--- config.mk ---
export PLATFORM = sky130hd
export DESIGN_NAME = reload_timers
export DESIGN_NICKNAME = d
export VERILOG_FILES = /design/src/logic/timer_pkg.sv /design/src/logic/tick_divider.sv /design/src/logic/count_unit.sv /design/src/logic/reload_timers.sv
export VERILOG_INCLUDE_DIRS = /design/src /design/src/logic
export SDC_FILE = /design/constraint.sdc
export NUM_CORES = 1
export LEC_CHECK = 0
export BUFFER_PORTS_ARGS = -buffer_cell sky130_fd_sc_hd__buf_2
export CAP_MARGIN = 20
export CORE_MARGIN = 2
export CORE_UTILIZATION = 57
export CTS_BUF_LIST = sky130_fd_sc_hd__clkbuf_4
export DETAILED_ROUTE_END_ITERATION = 10
export PLACE_DENSITY = 0.78
export SYNTH_ARGS = -nofsm -noshare
export SYNTH_HDL_FRONTEND = slang
export SYNTH_SLANG_ARGS = --single-unit
--- constraint.sdc ---
create_clock -name core_clk -period 2.24 [get_ports core_clk]
set_input_delay 0 -clock core_clk [delete_from_list [all_inputs] [get_ports core_clk]]
set_output_delay 0 -clock core_clk [all_outputs]
set_load 0.005 [all_outputs]
--- src/logic/timer_consts.svh ---
// register map, field positions and counts of the reload timers
// assumes byte-wide registers on a plain strobe port
`ifndef TIMER_CONSTS_SVH
`define TIMER_CONSTS_SVH
`define ADDR_TIMER0_COUNT_LOW    8'h13
`define ADDR_TIMER1_CONTROL      8'h14
`define ADDR_TIMER1_RELOAD_HIGH  8'h15
`define ADDR_TIMER1_RELOAD_LOW   8'h16
`define ADDR_TIMER1_COUNT_HIGH   8'h17
`define ADDR_TIMER1_COUNT_LOW    8'h18
`define ADDR_TIMER2_CONTROL      8'h19
`define ADDR_TIMER2_RELOAD_HIGH  8'h1A
`define ADDR_TIMER2_RELOAD_LOW   8'h1B
`define ADDR_TIMER2_COUNT_HIGH   8'h1C
`define ADDR_TIMER2_COUNT_LOW    8'h1D
`define ADDR_GLOBAL_CONTROL      8'h30
`define ADDR_UNDERFLOW_FLAGS     8'h31
`define CTL_STOP_RX              7
`define CTL_START_HI             5
`define CTL_START_LO             4
`define CTL_AUTO                 3
`define CTL_CLK_HI               1
`define CTL_CLK_LO               0
`define CTL_WRITE_MASK           8'hBB
`define GC_RUN_SEC               5
`define GC_RUN_THR               6
`define GC_NOW_SEC               1
`define GC_NOW_THR               2
`define FLAG_SEC                 0
`define FLAG_THR                 1
`define SLOW_DIVIDE              64
`define RX_STOP_BITS             3'h4
`define BYTE_ZERO                8'h00
`endif

--- src/logic/timer_pkg.sv ---
// types shared by the reload timers
// assumes the constants header is included where numbers are needed
package timer_pkg;
	typedef enum logic [1:0] {
		START_NONE   = 2'h0,
		START_TX_END = 2'h1,
		TRIM_NO_UF   = 2'h2,
		TRIM_UF      = 2'h3
	} start_mode_t;
	typedef enum logic [1:0] {
		SRC_CARRIER  = 2'h0,
		SRC_SLOW     = 2'h1,
		SRC_FIRST_UF = 2'h2,
		SRC_PEER_UF  = 2'h3
	} clk_src_t;
	typedef enum logic [1:0] {
		ST_IDLE = 2'h1,
		ST_RUN  = 2'h2
	} timer_state_t;
endpackage

--- src/logic/tick_divider.sv ---
// divides the carrier enable down to the slow count rate
// assumes tick_in is a one-cycle enable on clk
`timescale 1ns/10ps
module tick_divider #(
	parameter int DIV = 64
) (
	input  wire logic clk,      // core clock
	input  wire logic resetn,   // async reset, low
	input  wire logic tick_in,  // fast enable
	output logic      tick_out  // one pulse per DIV inputs
);
	localparam int CW = $clog2(DIV);
	logic [CW-1:0] cnt_q;

	if (DIV < 2) begin : bad_div
		$error("tick_divider needs DIV of at least 2");
	end

	always_ff @(posedge clk or negedge resetn) begin
		if (!resetn) begin
			cnt_q    <= '0;
			tick_out <= 1'b0;
		end else begin
			tick_out <= tick_in && (cnt_q == CW'(DIV - 1));
			if (tick_in)
				cnt_q <= (cnt_q == CW'(DIV - 1)) ? '0 : cnt_q + CW'(1);
		end
	end
endmodule // tick_divider

--- src/logic/count_unit.sv ---
// one down counter with start, stop, trim and reload behaviour
// assumes all event inputs are one-cycle pulses on clk
`timescale 1ns/10ps
module count_unit #(
	parameter int W = 16
) (
	input  wire logic         clk,          // core clock
	input  wire logic         resetn,       // async reset, low
	input  wire logic         tick,         // selected count enable
	input  wire logic [1:0]   start_mode,   // start mode field
	input  wire logic         stop_rx,      // stop after first rx bits
	input  wire logic         auto_reload,  // restart at underflow
	input  wire logic [W-1:0] reload_value, // reload registers
	input  wire logic         tx_end,       // end of transmission
	input  wire logic         rx_fourth,    // fourth bit of frame
	input  wire logic         lfo_rise,     // oscillator rising edge
	input  wire logic         sw_set,       // software start/stop now
	input  wire logic         sw_value,     // requested running state
	output logic [W-1:0]      count_q,      // current count
	output logic              running,      // running indicator
	output logic              underflow_q   // one-tick underflow pulse
);
	timer_pkg::timer_state_t state_q;
	logic [W-1:0] latched_q;
	logic trim, wrap, start_ev, stop_ev;

	if (W < 2 || W > 32) begin : bad_w
		$error("count_unit width out of range");
	end

	assign running  = (state_q == timer_pkg::ST_RUN);
	assign trim     = start_mode[1];
	// trim without underflow parks at zero instead of wrapping
	assign wrap     = running && tick && (count_q == '0)
	                  && (start_mode != timer_pkg::TRIM_NO_UF);
	assign start_ev = ((start_mode == timer_pkg::START_TX_END) && tx_end)
	                  || (trim && lfo_rise && !running)
	                  || (sw_set && sw_value);
	assign stop_ev  = (trim && lfo_rise && running)
	                  || (!trim && stop_rx && rx_fourth)
	                  || (sw_set && !sw_value);

	always_ff @(posedge clk or negedge resetn) begin
		if (!resetn) begin
			state_q <= timer_pkg::ST_IDLE;
		end else begin
			case (state_q)
				timer_pkg::ST_IDLE: begin
					if (start_ev)
						state_q <= timer_pkg::ST_RUN;
				end
				timer_pkg::ST_RUN: begin
					if (start_ev)
						state_q <= timer_pkg::ST_RUN;
					else if (stop_ev || (wrap && !auto_reload))
						state_q <= timer_pkg::ST_IDLE;
				end
				default: state_q <= timer_pkg::ST_IDLE;
			endcase
		end
	end

	// reload copy taken at start so later writes leave the run alone
	always_ff @(posedge clk or negedge resetn) begin
		if (!resetn) begin
			count_q   <= '0;
			latched_q <= '0;
		end else if (start_ev) begin
			count_q   <= reload_value;
			latched_q <= reload_value;
		end else if (wrap && auto_reload) begin
			count_q <= latched_q;
		end else if (running && tick && count_q != '0) begin
			count_q <= count_q - W'(1);
		end
	end

	always_ff @(posedge clk or negedge resetn) begin
		if (!resetn)
			underflow_q <= 1'b0;
		else
			underflow_q <= wrap && !start_ev;
	end
endmodule // count_unit

--- src/logic/reload_timers.sv ---
// second and third reload timers with their register file
// assumes a plain strobe register port and synchronous event inputs
//
// Chosen here: the strobed register port.
`timescale 1ns/10ps
`include "timer_consts.svh"
// Notes on behaviour
// stop-on-receive set halts the timer after four received frame bits
// stop-on-receive has no effect in either trimming mode
// start mode: none, end of transmission, trim without or with underflow
// auto-reload set: reload at zero and keep counting
// auto-reload clear: stop at zero until the next start
// second timer underflow sets its flag
// third timer underflow sets its flag
// second timer source: carrier, slow, first or third timer underflow
// third timer source: carrier, slow, first or second timer underflow
// each start loads the counter from both reload bytes
// reload writes change nothing until the next start
// count high and low bytes are read-only live values
// host must not read counts while a frame is received
// first timer count low byte is readable
// running bit changes only with its start-stop-now bit
// decrement per tick; passing zero gives a one-tick underflow
module reload_timers #(
	parameter int W = 16
) (
	input  wire logic       core_clk,                        // 10 MHz clock
	input  wire logic       resetn,                          // async reset, low
	input  wire logic [7:0] addr,                            // register address
	input  wire logic [7:0] wr_data,                         // write data
	input  wire logic       wr_en,                           // write strobe
	input  wire logic       rd_en,                           // read strobe
	output logic      [7:0] rd_data_q,                       // read data, next cycle
	input  wire logic       carrier_tick,                    // carrier rate enable
	input  wire logic       tx_end,                          // transmission ended
	input  wire logic       rx_active,                       // frame reception level
	input  wire logic       rx_bit,                          // one received bit
	input  wire logic       lfo_in,                          // oscillator level
	input  wire logic       first_timer_underflow,           // first timer pulse
	input  wire logic [7:0] first_timer_count_low_byte,      // first timer count
	output logic            second_timer_underflow_flag,     // sticky flag
	output logic            third_timer_underflow_flag,      // sticky flag
	output logic            second_timer_running_indicator,  // timer running
	output logic            third_timer_running_indicator    // timer running
);
	logic [7:0]   ctl_sec_q, ctl_thr_q;
	logic [7:0]   rld_sec_hi_q, rld_sec_lo_q;
	logic [7:0]   rld_thr_hi_q, rld_thr_lo_q;
	logic [1:0]   flag_q;
	logic [2:0]   rx_cnt_q;
	logic         lfo_q;
	logic         run_sec_q, run_thr_q;
	logic         slow_tick, lfo_rise, rx_fourth;
	logic         gc_wr, now_sec, now_thr;
	logic         sec_tick, thr_tick, sec_uf, thr_uf;
	logic         sec_run, thr_run;
	logic [W-1:0] sec_cnt, thr_cnt;
	logic [7:0]   rd_mux;

	function automatic logic src_tick(input logic [1:0] sel, input logic fast,
	                                  input logic slow, input logic first_uf,
	                                  input logic peer_uf);
		case (sel)
			timer_pkg::SRC_CARRIER:  src_tick = fast;
			timer_pkg::SRC_SLOW:     src_tick = slow;
			timer_pkg::SRC_FIRST_UF: src_tick = first_uf;
			timer_pkg::SRC_PEER_UF:  src_tick = peer_uf;
			default:                 src_tick = 1'b0;
		endcase
	endfunction

	function automatic logic hit(input logic [7:0] a, input logic [7:0] ref_a);
		hit = (a == ref_a);
	endfunction

	if (W != 16) begin : bad_w
		$error("reload_timers maps exactly two count bytes");
	end

	// slow rate is the carrier divided by 64
	tick_divider #(
		.DIV (`SLOW_DIVIDE)
	) u_div (
		.clk      (core_clk),
		.resetn   (resetn),
		.tick_in  (carrier_tick),
		.tick_out (slow_tick)
	);

	assign lfo_rise  = lfo_in && !lfo_q;
	assign rx_fourth = rx_active && rx_bit && (rx_cnt_q == `RX_STOP_BITS - 3'h1);
	assign gc_wr     = wr_en && hit(addr, `ADDR_GLOBAL_CONTROL);
	assign now_sec   = gc_wr && wr_data[`GC_NOW_SEC];
	assign now_thr   = gc_wr && wr_data[`GC_NOW_THR];
	// underflows are registered, so mutual cascading cannot loop
	assign sec_tick  = src_tick(ctl_sec_q[`CTL_CLK_HI:`CTL_CLK_LO], carrier_tick,
	                            slow_tick, first_timer_underflow, thr_uf);
	assign thr_tick  = src_tick(ctl_thr_q[`CTL_CLK_HI:`CTL_CLK_LO], carrier_tick,
	                            slow_tick, first_timer_underflow, sec_uf);

	always_ff @(posedge core_clk or negedge resetn) begin
		if (!resetn) begin
			lfo_q    <= 1'b0;
			rx_cnt_q <= 3'h0;
		end else begin
			lfo_q <= lfo_in;
			if (!rx_active)
				rx_cnt_q <= 3'h0;
			else if (rx_bit && rx_cnt_q != `RX_STOP_BITS)
				rx_cnt_q <= rx_cnt_q + 3'h1;
		end
	end

	count_unit #(
		.W (W)
	) u_sec (
		.clk          (core_clk),
		.resetn       (resetn),
		.tick         (sec_tick),
		.start_mode   (ctl_sec_q[`CTL_START_HI:`CTL_START_LO]),
		.stop_rx      (ctl_sec_q[`CTL_STOP_RX]),
		.auto_reload  (ctl_sec_q[`CTL_AUTO]),
		.reload_value ({rld_sec_hi_q, rld_sec_lo_q}),
		.tx_end       (tx_end),
		.rx_fourth    (rx_fourth),
		.lfo_rise     (lfo_rise),
		.sw_set       (now_sec),
		.sw_value     (wr_data[`GC_RUN_SEC]),
		.count_q      (sec_cnt),
		.running      (sec_run),
		.underflow_q  (sec_uf)
	);

	count_unit #(
		.W (W)
	) u_thr (
		.clk          (core_clk),
		.resetn       (resetn),
		.tick         (thr_tick),
		.start_mode   (ctl_thr_q[`CTL_START_HI:`CTL_START_LO]),
		.stop_rx      (ctl_thr_q[`CTL_STOP_RX]),
		.auto_reload  (ctl_thr_q[`CTL_AUTO]),
		.reload_value ({rld_thr_hi_q, rld_thr_lo_q}),
		.tx_end       (tx_end),
		.rx_fourth    (rx_fourth),
		.lfo_rise     (lfo_rise),
		.sw_set       (now_thr),
		.sw_value     (wr_data[`GC_RUN_THR]),
		.count_q      (thr_cnt),
		.running      (thr_run),
		.underflow_q  (thr_uf)
	);

	// control and reload registers; reserved bits never store
	always_ff @(posedge core_clk or negedge resetn) begin
		if (!resetn) begin
			ctl_sec_q    <= `BYTE_ZERO;
			ctl_thr_q    <= `BYTE_ZERO;
			rld_sec_hi_q <= `BYTE_ZERO;
			rld_sec_lo_q <= `BYTE_ZERO;
			rld_thr_hi_q <= `BYTE_ZERO;
			rld_thr_lo_q <= `BYTE_ZERO;
		end else if (wr_en) begin
			if (hit(addr, `ADDR_TIMER1_CONTROL))
				ctl_sec_q <= wr_data & `CTL_WRITE_MASK;
			if (hit(addr, `ADDR_TIMER2_CONTROL))
				ctl_thr_q <= wr_data & `CTL_WRITE_MASK;
			if (hit(addr, `ADDR_TIMER1_RELOAD_HIGH))
				rld_sec_hi_q <= wr_data;
			if (hit(addr, `ADDR_TIMER1_RELOAD_LOW))
				rld_sec_lo_q <= wr_data;
			if (hit(addr, `ADDR_TIMER2_RELOAD_HIGH))
				rld_thr_hi_q <= wr_data;
			if (hit(addr, `ADDR_TIMER2_RELOAD_LOW))
				rld_thr_lo_q <= wr_data;
		end
	end

	// write one clears; an underflow in the same cycle wins
	always_ff @(posedge core_clk or negedge resetn) begin
		if (!resetn) begin
			flag_q <= 2'h0;
		end else begin
			if (sec_uf)
				flag_q[`FLAG_SEC] <= 1'b1;
			else if (wr_en && hit(addr, `ADDR_UNDERFLOW_FLAGS) && wr_data[`FLAG_SEC])
				flag_q[`FLAG_SEC] <= 1'b0;
			if (thr_uf)
				flag_q[`FLAG_THR] <= 1'b1;
			else if (wr_en && hit(addr, `ADDR_UNDERFLOW_FLAGS) && wr_data[`FLAG_THR])
				flag_q[`FLAG_THR] <= 1'b0;
		end
	end

	// outputs held in flops so they are clean from reset on
	always_ff @(posedge core_clk or negedge resetn) begin
		if (!resetn) begin
			run_sec_q                   <= 1'b0;
			run_thr_q                   <= 1'b0;
			second_timer_underflow_flag <= 1'b0;
			third_timer_underflow_flag  <= 1'b0;
		end else begin
			run_sec_q                   <= sec_run;
			run_thr_q                   <= thr_run;
			second_timer_underflow_flag <= flag_q[`FLAG_SEC] || sec_uf;
			third_timer_underflow_flag  <= flag_q[`FLAG_THR] || thr_uf;
		end
	end
	assign second_timer_running_indicator = run_sec_q;
	assign third_timer_running_indicator  = run_thr_q;

	always_comb begin
		rd_mux = `BYTE_ZERO;
		case (addr)
			`ADDR_TIMER0_COUNT_LOW:   rd_mux = first_timer_count_low_byte;
			`ADDR_TIMER1_CONTROL:     rd_mux = ctl_sec_q;
			`ADDR_TIMER1_RELOAD_HIGH: rd_mux = rld_sec_hi_q;
			`ADDR_TIMER1_RELOAD_LOW:  rd_mux = rld_sec_lo_q;
			`ADDR_TIMER1_COUNT_HIGH:  rd_mux = sec_cnt[15:8];
			`ADDR_TIMER1_COUNT_LOW:   rd_mux = sec_cnt[7:0];
			`ADDR_TIMER2_CONTROL:     rd_mux = ctl_thr_q;
			`ADDR_TIMER2_RELOAD_HIGH: rd_mux = rld_thr_hi_q;
			`ADDR_TIMER2_RELOAD_LOW:  rd_mux = rld_thr_lo_q;
			`ADDR_TIMER2_COUNT_HIGH:  rd_mux = thr_cnt[15:8];
			`ADDR_TIMER2_COUNT_LOW:   rd_mux = thr_cnt[7:0];
			`ADDR_GLOBAL_CONTROL: begin
				rd_mux[`GC_RUN_SEC] = sec_run;
				rd_mux[`GC_RUN_THR] = thr_run;
			end
			`ADDR_UNDERFLOW_FLAGS:    rd_mux = {6'h00, flag_q};
			default:                  rd_mux = `BYTE_ZERO;
		endcase
	end

	// count bytes are live, so a high then low read may tear mid count
	always_ff @(posedge core_clk or negedge resetn) begin
		if (!resetn)
			rd_data_q <= `BYTE_ZERO;
		else
			rd_data_q <= rd_en ? rd_mux : `BYTE_ZERO;
	end

	logic quiet;
	assign quiet = !tx_end && !lfo_rise && !gc_wr;
endmodule // reload_timers

==> flow_summary.ini, run 1 <==
[outcome]
status = complete, no violations

[clock_network]
cts_made_buffers = 17
htree_levels = 4
postCtsSetupRepairBufs = 0
cts_max_path_buffers = 2
clk_pin_slew_worst_paths_ns = 0.12
cts_sinks = 139
root_buffer = clkbuf_4
tritoncts = yes
clk_latency_ns = 0.58

[synth]
synth-main-ff-cell = dfrtp_1
netlist_area_um2 = 7600
synthTopCellsByArea = dfrtp_1 (45%), mux2_2 (8.6%), nand2_1 (7.8%), a21oi_1 (2.7%), nor2_1 (2.2%)
syn_avg_cell_area_um2 = 9.547
yosys.area.top_type = dfrtp_1
syn_inst = 796
ys_types = 68
synth-seq-cells = 139
async_flop_share = 1.000
syn_nets = 842
yosysWarnings = 0
ys_seq_area_frac = 0.4580
synth_top_cell_area_share = 0.4511
synth_edf_count = 0

[floorplan]
core_um2 = 13140
rows = 42
initial_core_util = 0.5785
io_pins = 46
dieArea_um2 = 14270
die_x_um = 119.5
die_h_um = 119.5

[drt]
ant_nets = 0
drt-total-wl_mm = 23.46
vias_per_cell = 6.333
first_pass_iters = 5
drcViolationCount = 0
drt-initial-drc-count = 984
num_vias = 6941
wl_per_cell_um = 21.40

[cells_and_area]
nFillCells = 1050
area_delta_synth_final_pct = 17.27
post_route_cells_drive_above_1_share = 0.2524
stdcell_area_um2 = 8912
final_nets = 952
seq_area_um2 = 3481
utilization = 0.6784
multi_input_area_um2 = 3860

[global_routing]
grt_pass1_vias = 6755
grt.total_usage = 0.3420
antenna_found_initial = 0
grt_pass1_wl_mm = 37.25
overflow = 0
grt_max_degree = 56

[timing]
setup_tns_ns = 0
finClkSkew_ns = 0.03102
min_period_ns = 2.168
setup_violations = 0
slew_headroom = 0.4830
rsz0062_at_grt = true
max_freq_mhz = 461.2
drv_slew = 0
timing_hold_violations_final = 0
timing.final.crit_share = 0.9680
worst_pin_slew_ns = 0.7674

[min_path]
hold_path_class = in -> reg
worstHoldEndpoint = rd_data_q[6]$_DFF_PN0_
min-delay-start = addr[2]
min_path_cells = 4

[power]
powerDensity_nw_per_um2 = 1076
p_switching_uw = 4011
combPwrFrac = 0.489
p_int_uw = 5579
power_uw = 9590
switching_share = 0.4182
p_leak_uw = 0.004301
power_frac_seq = 0.347
ir_worst_vdd_uv = 777.1
pwr-share-clk = 0.164

[worst_setup_path]
crit_type = reg -> reg
ff2ff_setup_slack_ns = 0.07
startpoint_type = flip-flop
timing.rr.start = u_thr.count_q[4]$_DFFE_PN0P_
r2r-end = u_thr.count_q[14]$_DFFE_PN0P_
worst-r2r-cell-count = 7
endpoint_kind = flip-flop
worst-path-max-fanout = 17
crit_required_ns = 2.72
cp.arrival_ns = 2.65

[flow_run]
drv_cap = 0

[placed_design]
port_buffers = 45
place_area_um2 = 8377
post-dp-hpwl_mm = 17.14
place_congestion = 0.9682
stage by stage:
step                hold WS [ns]  std cells  worst slack (ns)
global route             0.06516       1095          -0.03160
floorplan                -0.2956        796            0.1529
CTS                      0.02052       1095          0.002202
finish                   0.06589       1096           0.07165
global placement         0.02053       1039            0.1028
detailed placement       0.03486       1039           0.01381
cells in the final DEF, fill, tap and decap left out, drive strengths merged, types with 8 or more instances in the layout:
master,n
and3,9
nor4,12
mux2i,9
nand3b,8
o22ai,15
nor3,18
a221o,8
dlygate4sd3,24
buf,116
nand3,24
o211ai,8
nor2,45
mux2,58
a21oi,42
xnor2,12
clkbuf,20
ha,12
dfrtp,137
a31oi,15
nand4,11
o21ai,27
inv,18
xor2,8
a211oi,8
nand2,158
logic make-up (layout without fill, tap and decap cells):
group                      Yosys count  in the layout  share of synthesized area
buffers and inverters               63            186                    0.03754
and+or+nand+nor                    320            320                     0.2004
muxes                               70             70                     0.1067
other                                0              1                          0
DFF                                139            139                     0.4580
xor gates and xnor gates            20             20                    0.02305
AOI/OAI and AO/OA                  172            172                     0.1546
adders and majority gates           12             12                    0.01976
worst max-delay path, cell delays in order (launching register included):
cell and delay, ns:
dfrtp_1 0.47, or4_1 0.59, nor2_2 0.19, and4_1 0.29
buf_12 0.16, and3_1 0.17, a21oi_1 0.04, o21ai_0 0.16
sequential cells by signal, indices dropped and copies added, names as in the netlist, 8 cells and up:
register         flops
u_sec.count_q       16
u_sec.latched_q     16
u_thr.count_q       16
u_thr.latched_q     16
rd_data_q            8
rld_sec_hi_q         8
rld_sec_lo_q         8
rld_thr_hi_q         8
rld_thr_lo_q         8
worst max path at each step:
stage                                      start                            end  slack [ns]  cells after the start
detailed placement  u_thr.count_q[4]$_DFFE_PN0P_   u_thr.state_q[1]$_DFFE_PN0P_        0.01                      5
finish              u_thr.count_q[4]$_DFFE_PN0P_  u_thr.count_q[14]$_DFFE_PN0P_        0.07                      7
CTS                 u_thr.count_q[4]$_DFFE_PN0P_   u_thr.state_q[1]$_DFFE_PN0P_       0.002                      5
global placement    u_thr.count_q[4]$_DFFE_PN0P_   u_thr.state_q[1]$_DFFE_PN0P_        0.10                      5
global route        u_thr.count_q[6]$_DFFE_PN0P_   u_thr.count_q[4]$_DFFE_PN0P_       -0.03                      6
floorplan           u_thr.count_q[4]$_DFFE_PN0P_  u_thr.count_q[12]$_DFFE_PN0P_        0.15                      7
power by group through the flow:
stage	registers, µW	logic, µW	clock network (µW)
finish	3320	4690	1580
global route	3350	5110	1710
CTS	3290	4560	1580
detailed placement	3330	4520	0
global placement	3310	4400	0
floorplan	3210	2790	0
cell type report:
| type | instances | share of cell area |
|---|---|---|
| antenna | 1 | 0.0002808 |
| tap | 176 | 0.02471 |
| multi-input combinational | 594 | 0.4331 |
| timing repair buffer | 140 | 0.1155 |
| clock buffer | 20 | 0.01685 |
| inverter | 14 | 0.005896 |
| clock inverter | 12 | 0.01306 |
| sequential | 139 | 0.3906 |
cells in the mapped netlist, drive strengths merged, types with 3 or more instances:
library cell	count
a211oi	8
a21o	6
a21oi	42
a221o	8
a221oi	5
a22o	6
a22oi	7
a2bb2oi	3
a31oi	15
a32oi	4
and2	5
and3	9
and4	3
buf	24
clkbuf	25
dfrtp	137
ha	12
inv	14
mux2	58
mux2i	9
mux4	3
nand2	158
nand2b	7
nand3	24
nand3b	8
nand4	11
nor2	45
nor2b	7
nor3	18
nor4	12
o211ai	8
o21ai	27
o22ai	15
o31ai	4
o41ai	3
or2	3
xnor2	12
xor2	8
timing repair:
item | CTS | global route
hold endpoints to repair | 203 | 0
hold buffers | 24 | 0
setup endpoints to repair | 0 | 16
resized for setup | 0 | 7
per-layer routing:
metal	routed length (µm)	share of wire	up-vias	global-route usage
li1	-	-	3103	-
met1	10390	0.44	3388	0.5065
met2	10420	0.44	407	0.5121
met3	2146	0.091	43	0.06561
met4	494	0.021	0	0.1022
met5	0	0	-	0
Power figures use the tool's default switching activity.
==> run 2, diff against run 1 <==
--- a/config.mk
+++ b/config.mk
@@ -12,6 +12,7 @@
 export CORE_UTILIZATION = 57
 export CTS_BUF_LIST = sky130_fd_sc_hd__clkbuf_4
 export DETAILED_ROUTE_END_ITERATION = 10
+export GPL_TIMING_DRIVEN = 0
 export PLACE_DENSITY = 0.78
 export SYNTH_ARGS = -nofsm -noshare
 export SYNTH_HDL_FRONTEND = slang
==> flow_summary.ini, run 2 (same netlist as run 1, synthesis figures left out) <==
[outcome]
status = complete, no violations

[floorplan]
io_pins = 46
core_um2 = 13140
rows = 42
dieArea_um2 = 14270
die_h_um = 119.5
initial_core_util = 0.5785
die_x_um = 119.5

[clock_network]
root_buffer = clkbuf_4
cts_max_path_buffers = 2
clk_latency_ns = 0.55
cts_sinks = 139
tritoncts = yes
cts_made_buffers = 17
htree_levels = 4
clk_pin_slew_worst_paths_ns = 0.12

[worst_setup_path]
crit_required_ns = 2.68
worstSetupStartpoint = u_sec.state_q[0]$_DFFE_PN1P_
cp.arrival_ns = 2.59
path_delay_family = buffers and inverters
worst-r2r-cell-count = 9
crit_path_max_incr_delay_ns = 0.55
crit_chain = inv_1 > ha_1 > buf_4 > o22ai_1 > a41oi_4 > buf_6 > clkbuf_1 > nand2_1 > nand2_1
endpoint_kind = flip-flop
path_buf_inv = 4
timing.rr.start = u_sec.state_q[0]$_DFFE_PN1P_
crit_type = reg -> reg
startpoint_type = flip-flop
slowest_stage = dfstp_2
ff2ff_setup_slack_ns = 0.08
worst-path-max-fanout = 10
endpoint = u_sec.latched_q[10]$_DFFE_PN0N_
cp.depth = 9
r2r-end = u_sec.latched_q[10]$_DFFE_PN0N_
crit_top_cell = nand2_1

[timing]
setup_tns_ns = 0
setup_violations = 0
max_freq_mhz = 463.4
finClkSkew_ns = 0.03076
min_period_ns = 2.158
timing_hold_violations_final = 0
worst_pin_slew_ns = 1.079
drv_slew = 0
setup_ws_ns = 0.08195
slew_headroom = 0.2737
timing.final.crit_share = 0.9634

[drt]
ant_nets = 0
vias_per_cell = 6.499
wl_per_cell_um = 22.61
drt-initial-drc-count = 886
drcViolationCount = 0
drt-total-wl_mm = 24.29
first_pass_iters = 5
num_vias = 6980

[global_routing]
grt.total_usage = 0.3447
antenna_found_initial = 1
grt_pass1_wl_mm = 37.16
overflow = 0
grt_pass1_vias = 6453
grt_max_degree = 78

[power]
p_leak_uw = 0.004166
powerDensity_nw_per_um2 = 1064
ir_worst_vdd_uv = 1316

[placed_design]
post-dp-hpwl_mm = 17.32
post-place-ws_ns = -0.3153
place_congestion = 1.023
port_buffers = 40
dpl.cell_count = 1013
place_area_um2 = 8054

[min_path]
hold_path_class = in -> reg
min-delay-start = addr[3]

[cells_and_area]
final_common_cell = nand2_1
stdcell_area_um2 = 8871
final_cell_mix = nand2_1 (156), dfrtp_1 (134), mux2_2 (58)
area_delta_synth_final_pct = 16.73
nFillCells = 1068
final_nets = 930
utilization = 0.6752
instances_no_fill = 1074
post_route_cells_drive_above_1_share = 0.2397

[flow_run]
drv_cap = 0
## run 2: final cells by class
| type | instances | area, µm² | share of cell area |
|---|---|---|---|
| antenna | 1 | 2.502 | 0.0002821 |
| buffer | 45 | 236.5 | 0.02666 |
| clock buffer | 20 | 150.1 | 0.01693 |
| clock inverter | 12 | 126.4 | 0.01425 |
| inverter | 14 | 52.55 | 0.005924 |
| multi-input combinational | 594 | 4044 | 0.4559 |
| sequential | 139 | 3485 | 0.3928 |
| tap | 176 | 220.2 | 0.02482 |
| timing repair buffer | 73 | 554.3 | 0.06248 |
## run 2: report_power, final
part	internal, µW	switching [µW]	total, µW
Sequential	2870	613	3480
Combinational	1820	2510	4330
Clock	693	934	1630
## run 2: worst min-delay path by stage
stage	to	slack, ns	depth (start not counted)
4_1_cts	rd_data_q[7]$_DFF_PN0_	0.01	4
6_report	flag_q[0]$_DFFE_PN0P_	0.05	5
2_1_floorplan	ctl_sec_q[0]$_DFFE_PN0P_	-0.30	0
5_1_grt	flag_q[0]$_DFFE_PN0P_	0.02	5
3_3_place_gp	lfo_q$_DFF_PN0_	0.14	1
3_5_place_dp	u_thr.latched_q[7]$_DFFE_PN0N_	0.01	1
## run 2: routing by layer
metal	global-route usage	wire length (µm)	vias up
met5	0	0	-
met2	0.4993	10640	432
li1	-	-	3063
met1	0.5262	10680	3437
met4	0.07426	461	0
met3	0.08285	2514	48
## run 2: tightest hold or removal path, delay by kind of cell
family / cells / cell delay, ns
AOI/OAI and AO/OA: 1 / 0.11
buffers and inverters: 1 / 0.12
and+or+nand+nor: 3 / 0.33
## run 2: per-stage QoR
step,total power (µW),hold WS (ns)
CTS,9071,0.01050
global placement,6993,0.1423
finish,9440,0.05308
detailed placement,7091,0.01462
global route,9998,0.01813
floorplan,5996,-0.2956
## run 2: repair_timing
item,CTS,global route
pin swaps,1,4
setup buffers,1,6
gates cloned,0,0
hold endpoints to repair,206,0
hold buffers,24,0
gates resized for setup,22,33
setup endpoints to repair,41,46
==> run 3, diff against run 2 <==
--- a/config.mk
+++ b/config.mk
@@ -9,11 +9,11 @@
 export BUFFER_PORTS_ARGS = -buffer_cell sky130_fd_sc_hd__buf_2
 export CAP_MARGIN = 20
 export CORE_MARGIN = 2
-export CORE_UTILIZATION = 57
+export CORE_UTILIZATION = 65
 export CTS_BUF_LIST = sky130_fd_sc_hd__clkbuf_4
 export DETAILED_ROUTE_END_ITERATION = 10
 export GPL_TIMING_DRIVEN = 0
-export PLACE_DENSITY = 0.78
+export PLACE_DENSITY = 0.84
 export SYNTH_ARGS = -nofsm -noshare
 export SYNTH_HDL_FRONTEND = slang
 export SYNTH_SLANG_ARGS = --single-unit
==> constraint.sdc (replaced) <==
create_clock -name core_clk -period 2.55 [get_ports core_clk]
set_input_delay 0 -clock core_clk [delete_from_list [all_inputs] [get_ports core_clk]]
set_output_delay 0 -clock core_clk [all_outputs]
set_load 0.005 [all_outputs]
==> flow_summary.ini, run 3 (same netlist as run 1, synthesis figures left out) <==
[drt]
vias_per_cell = 6.777
drt-total-wl_mm = 24.10
drcViolationCount = 0
first_pass_iters = 6
drt-initial-drc-count = 1142
num_vias = 7028
wl_per_cell_um = 23.24
ant_nets = 0

[floorplan]
initial_core_util = 0.6656
die_h_um = 112.1
die_x_um = 112.1
dieArea_um2 = 12570
io_pins = 46
core_um2 = 11420
rows = 39

[power]
power_frac_seq = 0.382
p_switching_uw = 3377
p_leak_uw = 0.004076
ir_worst_vdd_uv = 1149
switching_share = 0.4333
powerDensity_nw_per_um2 = 907.0
combPwrFrac = 0.432
p_int_uw = 4417
pwr-share-clk = 0.186

[global_routing]
antenna_found_initial = 1
grt.total_usage = 0.3939
grt_pass1_wl_mm = 37.70
use_met3 = 0.1355
met2_usage = 0.5651
grtUsageMet1 = 0.5623
overflow = 0
grt_max_degree = 74
grt_pass1_vias = 6752
grt-busiest-layer = met2

[timing]
rsz0062_at_grt = true
drv_slew = 0
setup_violations = 0
worst_pin_slew_ns = 1.229
setup_ws_ns = 0.06670
min_period_ns = 2.483
slew_headroom = 0.1732
max_freq_mhz = 402.7
timing_hold_violations_final = 0
timing.final.crit_share = 0.9738
setup_tns_ns = 0
finClkSkew_ns = 0.01397

[clock_network]
postCtsSetupRepairBufs = 0
tritoncts = yes
clk_latency_ns = 0.58
cts_sinks = 139
root_buffer = clkbuf_4
clk_pin_slew_worst_paths_ns = 0.12
cts_made_buffers = 17
cts_max_path_buffers = 2
htree_levels = 4

[cells_and_area]
final_nets = 927
stdcell_area_um2 = 8592
final_common_cell = nand2_1
num_antenna_cells = 0
final_cell_mix = nand2_1 (158), dfrtp_1 (137), mux2_2 (58)
post_route_cells_drive_above_1_share = 0.2002
area_delta_synth_final_pct = 13.06

[worst_setup_path]
worst-r2r-cell-count = 6
crit_chain = clkbuf_1 > or4_1 > nor2_1 > nand4_2 > o41ai_2 > a22o_1
startpoint_type = flip-flop
crit_required_ns = 3.07
endpoint_kind = flip-flop
cp.arrival_ns = 3.01
crit_type = reg -> reg
slowest_stage = or4_1
crit_path_max_incr_delay_ns = 0.58
worst-path-max-fanout = 10

[placed_design]
place_congestion = 1.016
post-dp-hpwl_mm = 17.02
place_area_um2 = 8013
port_buffers = 40
post-place-ws_ns = -0.03487

[outcome]
status = complete, no violations

[min_path]
hold_path_class = in -> reg
min_path_cells = 5

[flow_run]
drv_cap = 0
[run 3: final cells by class]
| cell class | instances | area, µm² |
|---|---|---|
| fill | 816 | 2826 |
| clock inverter | 14 | 146.4 |
| inverter | 14 | 52.55 |
| buffer | 48 | 230.2 |
| multi-input combinational | 594 | 3874 |
| sequential | 139 | 3481 |
| tap | 143 | 178.9 |
| timing repair buffer | 67 | 494.2 |
| clock buffer | 18 | 135.1 |
[run 3: what timing repair did]
| action | CTS | global route |
|---|---|---|
| resized for setup | 2 | 6 |
| hold buffers | 26 | 0 |
| endpoints found under the setup margin | 4 | 30 |
| hold endpoints to repair | 204 | 0 |
[run 3: metrics by stage]
stage          utilization  total power, µW  hold WS, ns  instances
2_1_floorplan            -             5267      -0.2956        796
3_3_place_gp        0.6988             6104       0.1453        979
3_5_place_dp        0.7017             6182      0.03961        980
4_1_cts             0.7504             7664     0.008682       1038
5_1_grt             0.7525             8263      0.03034       1037
6_report            0.7525             7793      0.02649       1037
[run 3: critical path: cells and delay by family (launching register included)]
family	cells	cell delay, ns
simple gates	3	1.16
compound gates	2	0.68
flops	1	0.39
buf+inv	1	0.21
[run 3: metal layers]
metal  wire length, µm  part of all wire
met5                13           0.00054
met4               802             0.033
met3              3285              0.14
met2             10490              0.44
met1              9511              0.39
[run 3: power groups by stage]
stage | registers, µW | logic [µW] | clock network [µW]
after global routing | 3010 | 3710 | 1550
after floorplan | 2820 | 2450 | 0
after global placement | 2950 | 3150 | 0
after CTS | 2930 | 3270 | 1460
after detailed placement | 2970 | 3210 | 0
final | 2970 | 3370 | 1450
[run 3: worst paths after layout]
| check | startpoint | to | slack (ns) |
|---|---|---|---|
| setup reg to reg | u_thr.count_q[4]$_DFFE_PN0P_ | u_thr.state_q[0]$_DFFE_PN1P_ | 0.07 |
| setup / recovery | u_thr.count_q[4]$_DFFE_PN0P_ | u_thr.state_q[0]$_DFFE_PN1P_ | 0.07 |
| hold reg to reg | u_div.cnt_q[4]$_DFFE_PN0P_ | u_div.cnt_q[4]$_DFFE_PN0P_ | 0.49 |
| hold / removal | addr[3] | rd_data_q[4]$_DFF_PN0_ | 0.03 |
| max in group asynchronous | resetn | u_thr.count_q[14]$_DFFE_PN0P_ | 0.91 |
| min in group asynchronous | resetn | u_thr.latched_q[6]$_DFFE_PN0N_ | 0.53 |
